`config.mk`:
```
export PLATFORM = sky130hd
export DESIGN_NAME = pio_port_bank
export DESIGN_NICKNAME = d
export VERILOG_FILES = /design/src/pio_pkg.sv /design/src/pio_port_bank.sv /design/src/pio_pin_cell.sv
export VERILOG_INCLUDE_DIRS = /design/src /design/src/src
export SDC_FILE = /design/constraint.sdc
export NUM_CORES = 1
export LEC_CHECK = 0
export BUFFER_PORTS_ARGS = -buffer_cell sky130_fd_sc_hd__buf_2
export CORE_MARGIN = 2
export CORE_UTILIZATION = 54
export CTS_BUF_LIST = sky130_fd_sc_hd__clkbuf_4 sky130_fd_sc_hd__clkbuf_8
export DETAILED_ROUTE_END_ITERATION = 8
export GPL_TIMING_DRIVEN = 0
export MAX_ROUTING_LAYER = met4
export PLACE_DENSITY = 0.89
export SETUP_SLACK_MARGIN = 0.1
export SYNTH_ARGS = -nofsm -noshare
export SYNTH_HDL_FRONTEND = slang
export SYNTH_HIERARCHICAL = 1
export SYNTH_SLANG_ARGS = --single-unit
```
`constraint.sdc`:
```
create_clock -name clock_i -period 3.1 [get_ports clock_i]
set_clock_uncertainty 0.05 [all_clocks]
set_input_delay 0.155 -clock clock_i [delete_from_list [all_inputs] [get_ports clock_i]]
set_output_delay 0.155 -clock clock_i [all_outputs]
set_load 0.02 [all_outputs]
```
`src/pio_cfg.svh`:
```
// Constants for the parallel port bank: register offsets, bit masks, reset values.
// Assumes an 8-bit register address and 8-bit data on the internal register port.
`ifndef PIO_CFG_SVH
`define PIO_CFG_SVH

// Register offsets
`define PIO_ADDR_LAT_A   8'h00
`define PIO_ADDR_LAT_B   8'h01
`define PIO_ADDR_LAT_C   8'h02
`define PIO_ADDR_LAT_D   8'h03
`define PIO_ADDR_DIR_A   8'h04
`define PIO_ADDR_DIR_B   8'h05
`define PIO_ADDR_DIR_C   8'h06
`define PIO_ADDR_DIR_D   8'h07
`define PIO_ADDR_PUE_A   8'h08
`define PIO_ADDR_KBD_EN  8'h09

// Implemented bits of each port
`define PIO_MASK_A       8'h0f
`define PIO_MASK_B       8'h3f
`define PIO_MASK_C       8'h03
`define PIO_MASK_D       8'h7f
`define PIO_MASK_E       8'h03

// Reset values
`define PIO_DIR_RST      8'h00
`define PIO_CTL_RST      8'h00
`define PIO_RDATA_IDLE   8'h00
`define PIO_BYTE_ZERO    8'h00

// Port E pin positions shared with the serial unit
`define PIO_E_TX_BIT     0
`define PIO_E_RX_BIT     1

`endif

```
`src/pio_pkg.sv`:
```
// Types shared by the parallel port bank and its pin cells.
// Assumes the constants header is included by each design file.
package pio_pkg;

  // Drive state of one port's pads
  typedef struct packed {
    logic [7:0] out;  // Level to drive
    logic [7:0] oe;   // Driver on
    logic [7:0] pu;   // Internal pullup on
  } pio_pad_s;

  typedef logic [7:0] pio_byte_t;

endpackage : pio_pkg

```
`src/pio_port_bank.sv`:
```
// Register bank and pin logic of the four parallel ports, plus the serial pins of port E.
// Assumes a register master with one-cycle strobes and pins synchronous to clock_i.
`timescale 1ns/1ps
`include "pio_cfg.svh"

module pio_port_bank
  import pio_pkg::*;
(
  input  wire logic       clock_i,
  input  wire logic       reset_i,
  input  wire pio_byte_t  addr_i,
  input  wire pio_byte_t  wdata_i,
  input  wire logic       wr_i,
  input  wire logic       rd_i,
  output pio_byte_t       rdata_o,
  input  wire pio_byte_t  port_a_pin_i,
  input  wire pio_byte_t  port_b_pin_i,
  input  wire pio_byte_t  port_c_pin_i,
  input  wire pio_byte_t  port_d_pin_i,
  input  wire pio_byte_t  port_e_pin_i,
  output pio_pad_s        port_a_pad_o,
  output pio_pad_s        port_b_pad_o,
  output pio_pad_s        port_c_pad_o,
  output pio_pad_s        port_d_pad_o,
  output pio_pad_s        port_e_pad_o,
  input  wire logic [5:0] adc_channel_sel_i,
  input  wire logic [6:0] port_d_periph_en_i,
  input  wire logic [6:0] port_d_periph_out_i,
  input  wire logic [6:0] port_d_periph_oe_i,
  input  wire logic       serial_tx_i,
  input  wire logic       serial_tx_en_i,
  output logic            serial_rx_o,
  output logic [3:0]      keypad_inputs_o
);

  // Masked read of one port: latch on outputs, pin level on inputs
  function automatic pio_byte_t pio_rd_val(input pio_byte_t lat, input pio_byte_t dir,
                                           input pio_byte_t pin, input pio_byte_t mask);
    pio_rd_val = ((lat & dir) | (pin & ~dir)) & mask;
  endfunction

  pio_byte_t latch_a_q;
  pio_byte_t latch_b_q;
  pio_byte_t latch_c_q;
  pio_byte_t latch_d_q;
  pio_byte_t dir_a_q;
  pio_byte_t dir_b_q;
  pio_byte_t dir_c_q;
  pio_byte_t dir_d_q;
  pio_byte_t port_a_pullup_enables_q;
  pio_byte_t keypad_irq_enables_q;
  pio_byte_t rdata_q;
  pio_byte_t rdata_d;
  logic [3:0] keypad_q;
  logic       serial_rx_q;
  pio_pad_s   pad_e_q;

  // Address decode
  wire wr_lat_a = wr_i && (addr_i == `PIO_ADDR_LAT_A);
  wire wr_lat_b = wr_i && (addr_i == `PIO_ADDR_LAT_B);
  wire wr_lat_c = wr_i && (addr_i == `PIO_ADDR_LAT_C);
  wire wr_lat_d = wr_i && (addr_i == `PIO_ADDR_LAT_D);
  wire wr_dir_a = wr_i && (addr_i == `PIO_ADDR_DIR_A);
  wire wr_dir_b = wr_i && (addr_i == `PIO_ADDR_DIR_B);
  wire wr_dir_c = wr_i && (addr_i == `PIO_ADDR_DIR_C);
  wire wr_dir_d = wr_i && (addr_i == `PIO_ADDR_DIR_D);
  wire wr_pue_a = wr_i && (addr_i == `PIO_ADDR_PUE_A);
  wire wr_kbd   = wr_i && (addr_i == `PIO_ADDR_KBD_EN);

  // Read selection; unmapped offsets read as zero
  wire pio_byte_t rd_lat_a = pio_rd_val(latch_a_q, dir_a_q, port_a_pin_i, `PIO_MASK_A);
  wire pio_byte_t rd_lat_b = pio_rd_val(latch_b_q, dir_b_q, port_b_pin_i, `PIO_MASK_B);
  wire pio_byte_t rd_lat_c = pio_rd_val(latch_c_q, dir_c_q, port_c_pin_i, `PIO_MASK_C);
  wire pio_byte_t rd_lat_d = pio_rd_val(latch_d_q, dir_d_q, port_d_pin_i, `PIO_MASK_D);

  always_comb begin
    case (addr_i)
      `PIO_ADDR_LAT_A:  rdata_d = rd_lat_a;
      `PIO_ADDR_LAT_B:  rdata_d = rd_lat_b;
      `PIO_ADDR_LAT_C:  rdata_d = rd_lat_c;
      `PIO_ADDR_LAT_D:  rdata_d = rd_lat_d;
      `PIO_ADDR_DIR_A:  rdata_d = dir_a_q;
      `PIO_ADDR_DIR_B:  rdata_d = dir_b_q;
      `PIO_ADDR_DIR_C:  rdata_d = dir_c_q;
      `PIO_ADDR_DIR_D:  rdata_d = dir_d_q;
      `PIO_ADDR_PUE_A:  rdata_d = port_a_pullup_enables_q;
      `PIO_ADDR_KBD_EN: rdata_d = keypad_irq_enables_q;
      default:          rdata_d = `PIO_RDATA_IDLE;
    endcase
  end

  // Data latches have no reset: contents survive a reset untouched
  always_ff @(posedge clock_i) begin
    if (wr_lat_a) latch_a_q <= wdata_i & `PIO_MASK_A;
    if (wr_lat_b) latch_b_q <= wdata_i & `PIO_MASK_B;
    if (wr_lat_c) latch_c_q <= wdata_i & `PIO_MASK_C;
    if (wr_lat_d) latch_d_q <= wdata_i & `PIO_MASK_D;
  end

  // Direction registers clear to all inputs on reset
  always_ff @(posedge clock_i) begin
    if (reset_i) begin
      dir_a_q <= `PIO_DIR_RST;
      dir_b_q <= `PIO_DIR_RST;
      dir_c_q <= `PIO_DIR_RST;
      dir_d_q <= `PIO_DIR_RST;
    end else begin
      if (wr_dir_a) dir_a_q <= wdata_i & `PIO_MASK_A;
      if (wr_dir_b) dir_b_q <= wdata_i & `PIO_MASK_B;
      if (wr_dir_c) dir_c_q <= wdata_i & `PIO_MASK_C;
      if (wr_dir_d) dir_d_q <= wdata_i & `PIO_MASK_D;
    end
  end

  // Pullup and keypad enables for port A
  always_ff @(posedge clock_i) begin
    if (reset_i) begin
      port_a_pullup_enables_q <= `PIO_CTL_RST;
      keypad_irq_enables_q    <= `PIO_CTL_RST;
    end else begin
      if (wr_pue_a) port_a_pullup_enables_q <= wdata_i & `PIO_MASK_A;
      if (wr_kbd)   keypad_irq_enables_q    <= wdata_i & `PIO_MASK_A;
    end
  end

  // Read data stand only in the cycle after the strobe; no wait states
  always_ff @(posedge clock_i) begin
    if (reset_i) begin
      rdata_q <= `PIO_RDATA_IDLE;
    end else begin
      rdata_q <= rd_i ? rdata_d : `PIO_RDATA_IDLE;
    end
  end

  // Keypad-enabled pins become inputs feeding the keypad interrupt logic
  always_ff @(posedge clock_i) begin
    if (reset_i) begin
      keypad_q <= 4'h0;
    end else begin
      keypad_q <= port_a_pin_i[3:0] & keypad_irq_enables_q[3:0];
    end
  end

  // Port E carries only the serial unit here; its own port registers live elsewhere
  always_ff @(posedge clock_i) begin
    if (reset_i) begin
      pad_e_q     <= '0;
      serial_rx_q <= 1'b1;  // Idle line level until the first sample
    end else begin
      pad_e_q.out <= {7'h00, serial_tx_i};
      pad_e_q.oe  <= {7'h00, serial_tx_en_i};
      pad_e_q.pu  <= `PIO_BYTE_ZERO;
      serial_rx_q <= port_e_pin_i[`PIO_E_RX_BIT];
    end
  end

  // Peripheral ownership per port; the converter only ever takes a pin as input
  wire pio_byte_t ovr_b_en  = {2'h0, adc_channel_sel_i};
  wire pio_byte_t ovr_d_en  = {1'b0, port_d_periph_en_i};
  wire pio_byte_t ovr_d_out = {1'b0, port_d_periph_out_i};
  wire pio_byte_t ovr_d_oe  = {1'b0, port_d_periph_oe_i};

  pio_pin_cell #(.MASK(`PIO_MASK_A)) u_cell_a (
    .clock_i   (clock_i),
    .reset_i   (reset_i),
    .latch_i   (latch_a_q),
    .dir_i     (dir_a_q),
    .pue_i     (port_a_pullup_enables_q),
    .ovr_en_i  (keypad_irq_enables_q),
    .ovr_out_i (`PIO_BYTE_ZERO),
    .ovr_oe_i  (`PIO_BYTE_ZERO),
    .pad_o     (port_a_pad_o)
  );

  pio_pin_cell #(.MASK(`PIO_MASK_B)) u_cell_b (
    .clock_i   (clock_i),
    .reset_i   (reset_i),
    .latch_i   (latch_b_q),
    .dir_i     (dir_b_q),
    .pue_i     (`PIO_BYTE_ZERO),
    .ovr_en_i  (ovr_b_en),
    .ovr_out_i (`PIO_BYTE_ZERO),
    .ovr_oe_i  (`PIO_BYTE_ZERO),
    .pad_o     (port_b_pad_o)
  );

  pio_pin_cell #(.MASK(`PIO_MASK_C)) u_cell_c (
    .clock_i   (clock_i),
    .reset_i   (reset_i),
    .latch_i   (latch_c_q),
    .dir_i     (dir_c_q),
    .pue_i     (`PIO_BYTE_ZERO),
    .ovr_en_i  (`PIO_BYTE_ZERO),
    .ovr_out_i (`PIO_BYTE_ZERO),
    .ovr_oe_i  (`PIO_BYTE_ZERO),
    .pad_o     (port_c_pad_o)
  );

  pio_pin_cell #(.MASK(`PIO_MASK_D)) u_cell_d (
    .clock_i   (clock_i),
    .reset_i   (reset_i),
    .latch_i   (latch_d_q),
    .dir_i     (dir_d_q),
    .pue_i     (`PIO_BYTE_ZERO),
    .ovr_en_i  (ovr_d_en),
    .ovr_out_i (ovr_d_out),
    .ovr_oe_i  (ovr_d_oe),
    .pad_o     (port_d_pad_o)
  );

  assign rdata_o         = rdata_q;
  assign port_e_pad_o    = pad_e_q;
  assign serial_rx_o     = serial_rx_q;
  assign keypad_inputs_o = keypad_q;
endmodule // pio_port_bank

```
`src/pio_pin_cell.sv`:
```
// Pin cell for one parallel port: chooses driver, level and pullup per pin.
// Assumes latch and direction come from the register bank; overrides from peripherals.
`timescale 1ns/1ps
`include "pio_cfg.svh"

module pio_pin_cell
  import pio_pkg::*;
#(
  parameter pio_byte_t MASK = 8'hff
) (
  input  wire logic      clock_i,
  input  wire logic      reset_i,
  input  wire pio_byte_t latch_i,
  input  wire pio_byte_t dir_i,
  input  wire pio_byte_t pue_i,
  input  wire pio_byte_t ovr_en_i,
  input  wire pio_byte_t ovr_out_i,
  input  wire pio_byte_t ovr_oe_i,
  output pio_pad_s       pad_o
);

  pio_pad_s pad_q;
  pio_pad_s pad_d;

  // A peripheral that owns a pin takes both its level and its driver
  assign pad_d.out = ((ovr_en_i & ovr_out_i) | (~ovr_en_i & latch_i)) & MASK;
  assign pad_d.oe  = ((ovr_en_i & ovr_oe_i) | (~ovr_en_i & dir_i)) & MASK;
  // Pullup only on an input pin; dropped the moment it drives
  assign pad_d.pu  = pue_i & ~dir_i & ~pad_d.oe & MASK;

  // Registered pads keep the outputs glitch free
  always_ff @(posedge clock_i) begin
    if (reset_i) begin
      pad_q.out <= `PIO_BYTE_ZERO;
      pad_q.oe  <= `PIO_DIR_RST;
      pad_q.pu  <= `PIO_CTL_RST;
    end else begin
      pad_q <= pad_d;
    end
  end

  assign pad_o = pad_q;
endmodule // pio_pin_cell

```
# Yosys cells after proc, flatten, opt, wreduce, memory -nomap -nowiden
# Index checks and enable logic that the tools add are counted.
[word_totals] reg_bits=171 latch_bits=0 mem_bits_rw=0 mem_bits_ro=0 in_bits=89 out_inout_bits=133 elab_cells=94 n_memories=0
[op_classes] add_sub_neg=0 multipliers=0 div_mod_pow=0 magnitude_cmp=0 eq_ne=9 shift=0 n_mux=1 n_bitwise=34 reduce_logical=12
[ops] operator="$pmux 7 s10" n=1
[ops] operator="$and 7x7->7" n=6
[ops] operator="$eq 8x3->1 const B" n=4
[ops] operator="$and 4x4->4" n=7
[ops] operator="$and 6x6->6" n=4
[ops] operator="$or 7x7->7" n=3
[ops] operator="$eq 8x2->1 const B" n=2
[ops] operator="$eq 8x4->1 const B" n=2
[ops] operator="$not 7->7" n=2
[ops] operator="$not 4->4" n=3
[ops] operator="$not 6->6" n=2
[ops] operator="$logic_and 1x1->1" n=10
[ops] operator="$eq 8x1->1 const B" n=1
[ops] operator="$logic_not 8->1" n=1
[ops] operator="$or 6x6->6" n=1
[ops] operator="$and 2x2->2" n=2
[ops] operator="$or 4x4->4" n=1
[ops] operator="$not 2->2" n=1
[ops] operator="$or 2x2->2" n=1
[ops] operator="$reduce_or 2->1" n=1
[ops] operator="$not 1->1" n=1

# Depth between registers and ports, before layout
# Gate-level depths: netlist (run 1).
[depth] depth_word=4 mapped_depth=7 ltp_nobuf=5

# Cells and area by module
# Netlist (run 1), hierarchy kept.
[by_module_without_submodules] module="pio_port_bank" n_inst=1 cells_per_inst=281 area_each_um2=2797.7 seq_area_each_um2=1391.3
[by_module_without_submodules] module="pio_pin_cell at u_cell_d" n_inst=1 cells_per_inst=69 area_each_um2=829.5 seq_area_each_um2=420.4
[by_module_without_submodules] module="pio_pin_cell at u_cell_b" n_inst=1 cells_per_inst=63 area_each_um2=780.7 seq_area_each_um2=360.3
[by_module_without_submodules] module="pio_pin_cell at u_cell_a" n_inst=1 cells_per_inst=50 area_each_um2=555.5 seq_area_each_um2=240.2
[by_module_without_submodules] module="pio_pin_cell at u_cell_c" n_inst=1 cells_per_inst=37 area_each_um2=351.6 seq_area_each_um2=120.1

# Worst setup path before layout (run 1)
# No wires, ideal clock.
[synth_path] kind="input to register" startpoint="in addr_i[5]" endpoint="reg latch_d_q[0], enable pin" setup_time_ns=0.360 t_arrival_ns=1.515 required_ns=2.690 setup_slack_ns=1.175 cell_stages=4 path_buffers=1 cell_sequence="or4_4 -> or3_1 -> buf_2 -> nor2_1"
[synth_via] elab_chain_cells=2
[synth_rtl] item="start: declaration" line="pio_port_bank.sv:11" rtl="input wire pio_byte_t addr_i,"
[synth_rtl] item="$eq 8x2->1"
[synth_rtl] item="$logic_and 1x1->1" line="pio_port_bank.sv:62" rtl="wire wr_lat_d = wr_i && (addr_i == `PIO_ADDR_LAT_D);"
[synth_rtl] item="via wr_lat_d" line="pio_port_bank.sv:62"
[synth_rtl] item="end signal: assignment" line="pio_port_bank.sv:97" rtl="if (wr_lat_d) latch_d_q <= wdata_i & `PIO_MASK_D;"
[synth_rtl] item="end: declaration" line="pio_port_bank.sv:45" rtl="pio_byte_t latch_d_q;"
# The timed path passes the listed nets, and every way through them passes these cells.
# A chain may end at the register's enable or synchronous reset.

# Worst setup path after layout (run 1)
[layout_path] startpoint="in addr_i[3]" endpoint="reg keypad_irq_enables_q[3]"
[layout_via] elab_chain_cells=2
[layout_rtl] item="$eq 8x4->1"
[layout_rtl] item="$logic_and 1x1->1" line="pio_port_bank.sv:68" rtl="wire wr_kbd = wr_i && (addr_i == `PIO_ADDR_KBD_EN);"
[layout_rtl] item="end signal: assignment" line="pio_port_bank.sv:119" rtl="keypad_irq_enables_q <= `PIO_CTL_RST;"
[layout_rtl] item="end signal: assignment" line="pio_port_bank.sv:122" rtl="if (wr_kbd) keypad_irq_enables_q <= wdata_i & `PIO_MASK_A;"
[layout_rtl] item="end: declaration" line="pio_port_bank.sv:51" rtl="pio_byte_t keypad_irq_enables_q;"
# No other way between the ends.

==> metrics.cfg, run 1 <==
[grt]
grt_start_max_net_pins=17
antenna_found_initial=0
grtUsageTotal=0.289
grt_pass1_wl_um=22200
grt_pass1_vias=4501
grt-ovfl-total=0

[cts]
cts_tree=built
cts_root_buffer=clkbuf_8
cts_max_path_buffers=2
post_cts_buffers=0
cts_hold_buf=32
cts.htree.levels=4
clock_latency_ns=0.43
cts_sinks=117
clkTransAtPathRegs_ns=0.07
cts_buffers=17
postCtsResizedCells=0

[hold_path]
hold_start=port_d_periph_en_i[4]
hold_path.class=in -> reg
worstHoldEndpoint=u_cell_d/pad_o[12]
whs_path_depth=3

[setup_path]
r2r_setup_slack_ns=1.47
cp-end-kind=flip-flop
path_max_fanout=7
critPathArrivalTime_ns=2.31
cp-startpoint=addr_i[3]
path_class=in -> reg
crit_required_ns=3.34
r2r-end=rdata_o[0]
worstSetupStartpointType=primary input
r2r_cells=5
r2r_start=dir_a_q[0]

[sta]
finalMaxSlewViolations=0
fmax_mhz=483
maxSlewHeadroom=0.529
setup_tns_ns=0
hold_viol=0
setup_viol=0
holdWs_ns=0.0174
min_period_over_period=0.667
layout_min_cycle_time_ns=2.07
worst_pin_slew_ns=0.704
setup_ws_ns=1.03
rsz0062_at_grt=no

[floorplanning]
die-area_um2=10700
initial_core_util=0.549
io_pins=222
die_w_um=103
row_count=36
core-area_um2=9680
die_h_um=103

[route]
drt-vias-per-instance=4.76
drc=0
ant_nets=0
drt-initial-drc-count=168
wl_um=14700
vias=4510
wl_per_cell_um=15.5
drt_first_pass_iters=5

[final_layout]
area_growth_pct=38.4
register_area_um2=2530
nNetsFinal=891
finalNonFillerCells=948
fin_util=0.760
antennaDiodeCount=0
multiInputGateArea_um2=2550
fill_cells=656
drive_above_1_share=0.329
fin_area_um2=7360

[placement]
post_dp_cell_area_um2=6600
gp_congestion=0.925
dp_hpwl_um=10400
dp.cells=884
io_buffers=137
dp_slack_ns=0.771

[synthesis]
yosysTopAreaCell=dfxtp_1
synthTopCellsByCount=dfxtp_1, nor2_1, mux2i_1
synth_area_um2=5320
synth_flop_cell=dfxtp_1
synth_seq_cells=117
synth-edff-count=19
synth.top_cell.area_share=0.369
ys_seq_area_frac=0.476
yosys_warnings=6
yosysMostFrequentCell=dfxtp_1
synthArstFlopShare=0
avgSynthCellArea_um2=10.6
synth_cell_types=49
yosys-top-cells-area=dfxtp_1, mux2i_1, edfxtp_1, buf_4, a2111oi_4
synth_cells=500

[flow_run]
cap_viol_max_count=0

[power]
total_power_mw=3.59
cellPowerDensity_nw_per_um2=488
power.leakage_nw=3.34
vdd_drop_max_mv=0.261

[run_status]
status=finished, final reports clean

## worst max path at each step
stage                                            end  slack, ns  cells past startpoint
after CTS                                 dir_a_q[1]       1.09                      8
after floorplan                         latch_d_q[0]       1.17                      4
after global placement                  latch_d_q[5]       0.78                      5
after global routing      port_a_pullup_enables_q[2]       0.91                      8
after detailed placement                latch_d_q[4]       0.77                      5
final                        keypad_irq_enables_q[3]       1.03                      9
## critical path, stage by stage
cell	delay, ns
dlygate4sd3_1	0.53
buf_2	0.21
nor2b_1	0.32
and2_1	0.17
clkbuf_1	0.30
nor2b_1	0.18
buf_2	0.20
mux2i_1	0.20
nor2_1	0.05
## power by group
part	internal, mW	switching (mW)
clock	0.913	0.623
sequential	1.57	0.00838
combinational	0.193	0.280
## routing by layer
metal  global-route usage  part of all wire  vias up  wire length [um]
li1                     -                 -     2157                 -
met3               0.0598             0.058       25               857
met1                0.339              0.42     2134              6100
met5                    -                 0        -                 0
met4               0.0941             0.017        0               251
met2                0.497              0.51      194              7480
## layout by cell type, fill, tap and decap left out, types with 4 or more instances in the layout
master,Yosys,routed
edfxtp_1,19,19
inv_1,21,21
conb_1,5,119
a2111oi_2,5,5
nor3_1,5,5
buf_2,3,140
o21ai_1,11,11
mux2i_1,68,68
mux2_2,7,7
clkbuf_1,13,13
a21oi_1,18,18
clkbuf_8,0,19
nand2_1,17,17
o21ai_0,6,6
nor2_1,69,69
nor2b_1,5,5
a2111oi_4,12,12
clkinvlp_4,0,5
buf_4,64,64
dfxtp_1,98,98
dlygate4sd3_1,0,32
nand3b_1,5,5
bufinv_16,0,4
nand3_1,8,8
## sequential cells by signal, indices dropped and copies added (netlist names)
name,count
dir_a_q,4
dir_b_q,6
dir_c_q,2
dir_d_q,7
keypad_inputs_o,4
keypad_irq_enables_q,4
latch_a_q,4
latch_b_q,6
latch_c_q,2
latch_d_q,7
port_a_pullup_enables_q,4
port_e_pad_o,2
rdata_o,7
serial_rx_o,1
u_cell_a/pad_o,12
u_cell_b/pad_o,18
u_cell_c/pad_o,6
u_cell_d/pad_o,21
## cell families (layout without fill, tap and decap cells)
group	Yosys count	count (layout)	synth area share
and+or+nand+nor	123	123	0.106
DFF	117	117	0.476
buffers and inverters	105	306	0.124
muxes	76	76	0.145
AOI/OAI and AO/OA	74	74	0.145
other	5	119	0.00353
## area by class of cell
class                           count  share of cell area
Clock inverter                     13              0.0245
Multi-Input combinational cell    392               0.347
Inverter                           22              0.0112
Sequential cell                   117               0.344
Clock buffer                       19              0.0355
Buffer                             83              0.0786
Tap cell                          133              0.0226
Timing Repair Buffer              169               0.137
Note: power is estimated with default switching activity, not from simulation.
==> run 2: changes to the inputs <==
CORE_UTILIZATION = 45   (was 54)
PLACE_DENSITY = 0.79   (was 0.89)
clock period = 1.67 ns   (was 3.1 ns; I/O delays follow)
==> metrics.cfg, run 2 (synthesis gave the netlist of run 1 again) <==
[run_status]
status=finished, final reports clean  ; unchanged

[route]
wl_met1_um=5760  ; was 6100 um
vias=4619  ; was 4510
drt-vias-per-instance=4.70  ; was 4.76
drc=0  ; unchanged
wl_per_cell_um=14.5  ; was 15.5 um
top_layer_used=met4  ; unchanged
drt_first_pass_iters=6  ; was 5
drt-initial-drc-count=409  ; was 168
wl_met2_um=7020  ; was 7480 um
route.met3.wl_um=1150  ; was 857 um
wl_um=14200  ; was 14700 um
ant_nets=0  ; unchanged

[sta]
setup_ws_ns=0.130  ; was 1.03 ns
layout_min_cycle_time_ns=1.54
worst_pin_slew_ns=0.627  ; was 0.704 ns
finalMaxSlewViolations=0  ; unchanged
min_period_over_period=0.922
hold_viol=0  ; unchanged
setup_viol=0  ; unchanged
fmax_mhz=649
setup_tns_ns=0  ; unchanged
rsz0062_at_grt=no  ; unchanged
maxSlewHeadroom=0.582  ; was 0.529

[setup_path]
cp-end-kind=flip-flop  ; unchanged
path_class=in -> reg  ; unchanged
cpPeakStageDelay_ns=0.60  ; was 0.53 ns
r2r-end=rdata_o[0]  ; unchanged
crit_required_ns=1.96  ; was 3.34 ns
r2r_start=dir_a_q[0]  ; unchanged
path_max_fanout=8  ; was 7
worstSetupStartpointType=primary input  ; unchanged
critPathArrivalTime_ns=1.83  ; was 2.31 ns
crit_chain=buf_2, or4_4, or3_1, buf_6, o32ai_2, nand2b_1, a21oi_1  ; was dlygate4sd3_1, buf_2, nor2b_1, and2_1, clkbuf_1, nor2b_1, buf_2, mux2i_1, nor2_1
r2r_setup_slack_ns=0.18  ; was 1.47 ns
path_delay_family=simple AND/OR/NAND/NOR gates  ; was buffers and inverters
critPathBufInv=2  ; was 4
r2r_cells=5  ; unchanged
worst_path_max_delay_cell=or4_4  ; was dlygate4sd3_1

[cts]
cts_sinks=117  ; unchanged
cts_tree=built  ; unchanged
clkTransAtPathRegs_ns=0.08  ; was 0.07 ns
cts_max_path_buffers=2  ; unchanged
cts.htree.levels=4  ; unchanged
cts_buffers=17  ; unchanged
cts_root_buffer=clkbuf_8  ; unchanged
clock_latency_ns=0.43  ; about the same

[floorplanning]
die_w_um=113  ; was 103 um
die-area_um2=12700  ; was 10700 um^2
core-area_um2=11500  ; was 9680 um^2
io_pins=222  ; unchanged
die_h_um=113  ; was 103 um
row_count=39  ; was 36
initial_core_util=0.464  ; was 0.549

[final_layout]
final_cell_mix=buf_2, conb_1, dfxtp_1, buf_4, mux2i_1  ; was buf_2, conb_1, dfxtp_1, nor2_1, mux2i_1
nNetsFinal=915  ; was 891
antennaDiodeCount=0  ; unchanged
fin_util=0.663  ; was 0.760
area_growth_pct=43.1  ; was 38.4%
drive_above_1_share=0.336  ; was 0.329
largest_register_ffs=21  ; unchanged
final_common_cell=buf_2  ; unchanged
fin_area_um2=7600  ; was 7360 um^2

[power]
power.leakage_nw=3.44  ; was 3.34 nW
vdd_drop_max_mv=0.574  ; was 0.261 mV
cellPowerDensity_nw_per_um2=844  ; was 488 nW/um^2

[placement]
dp_slack_ns=-0.543  ; was 0.771 ns
post_dp_cell_area_um2=6630  ; was 6600 um^2
io_buffers=137  ; unchanged
dp_hpwl_um=9780  ; was 10400 um
gp_congestion=0.947  ; was 0.925

[hold_path]
hold_path.class=in -> reg  ; unchanged
whs_path_depth=3  ; unchanged
worstHoldEndpoint=rdata_o[5]  ; was u_cell_d/pad_o[12]
hold_start=addr_i[3]  ; was port_d_periph_en_i[4]

[grt]
grt_pass1_wl_um=22400  ; was 22200 um
grt_pass1_vias=4580  ; was 4501
grt-ovfl-total=0  ; unchanged
grt_start_max_net_pins=17  ; unchanged
grtUsageTotal=0.232  ; was 0.289
antenna_found_initial=0  ; unchanged

[flow_run]
cap_viol_max_count=0  ; unchanged

-- run 2: cell type report --
| class | count | area [um^2] |
|---|---|---|
| timing repair buffer | 193 | 1240 |
| inverter | 22 | 82.6 |
| clock buffer | 18 | 241 |
| clock inverter | 14 | 153 |
| buffer | 83 | 589 |
| sequential | 117 | 2540 |
| tap | 143 | 179 |
| multi-input combinational | 392 | 2580 |
| fill | 890 | 3860 |
-- run 2: what timing repair did --
action,4_1_cts,5_1_grt
setup endpoints to repair,17,25
buffers inserted,0,3
gates resized for setup,3,9
hold buffers,53,0
hold endpoints to repair,69,0
pin swaps,0,2
-- run 2: metrics by stage --
stage / power (mW) / hold slack, ns / instances
floorplan: 3.54 / 0.106 / 614
global placement: 3.77 / 0.220 / 894
detailed placement: 3.79 / 0.223 / 894
CTS: 6.43 / 0.0284 / 979
global route: 6.66 / 0.0566 / 982
finish: 6.42 / 0.0480 / 982
-- run 2: power breakdown --
group	total, mW	internal [mW]	switching (mW)	leakage, nW
Combinational	0.911	0.392	0.519	2.27
Clock	2.57	1.35	1.22	0.189
Sequential	2.93	2.92	0.0154	0.975
Total	6.42	4.66	1.75	3.44
-- run 2: worst max path at each step --
| stage | cells past startpoint | endpoint | from |
|---|---|---|---|
| 2_1_floorplan | 6 | rdata_o[2] | addr_i[5] |
| 3_3_place_gp | 7 | dir_a_q[1] | addr_i[5] |
| 3_5_place_dp | 7 | dir_a_q[1] | addr_i[5] |
| 4_1_cts | 4 | rdata_o[3] | dir_a_q[3] |
| 5_1_grt | 7 | rdata_o[2] | addr_i[5] |
| 6_report | 7 | rdata_o[2] | addr_i[5] |
-- run 2: per-layer routing --
layer  track usage  up-vias
met5             -        -
met4        0.0813        0
met3        0.0572       38
met2         0.393      256
met1         0.267     2115
li1              -     2210
-- run 2: tightest hold or removal path, stage by stage --
cell      delay (ns)
buf_2           0.17
o31ai_1         0.10
o2111a_1        0.13
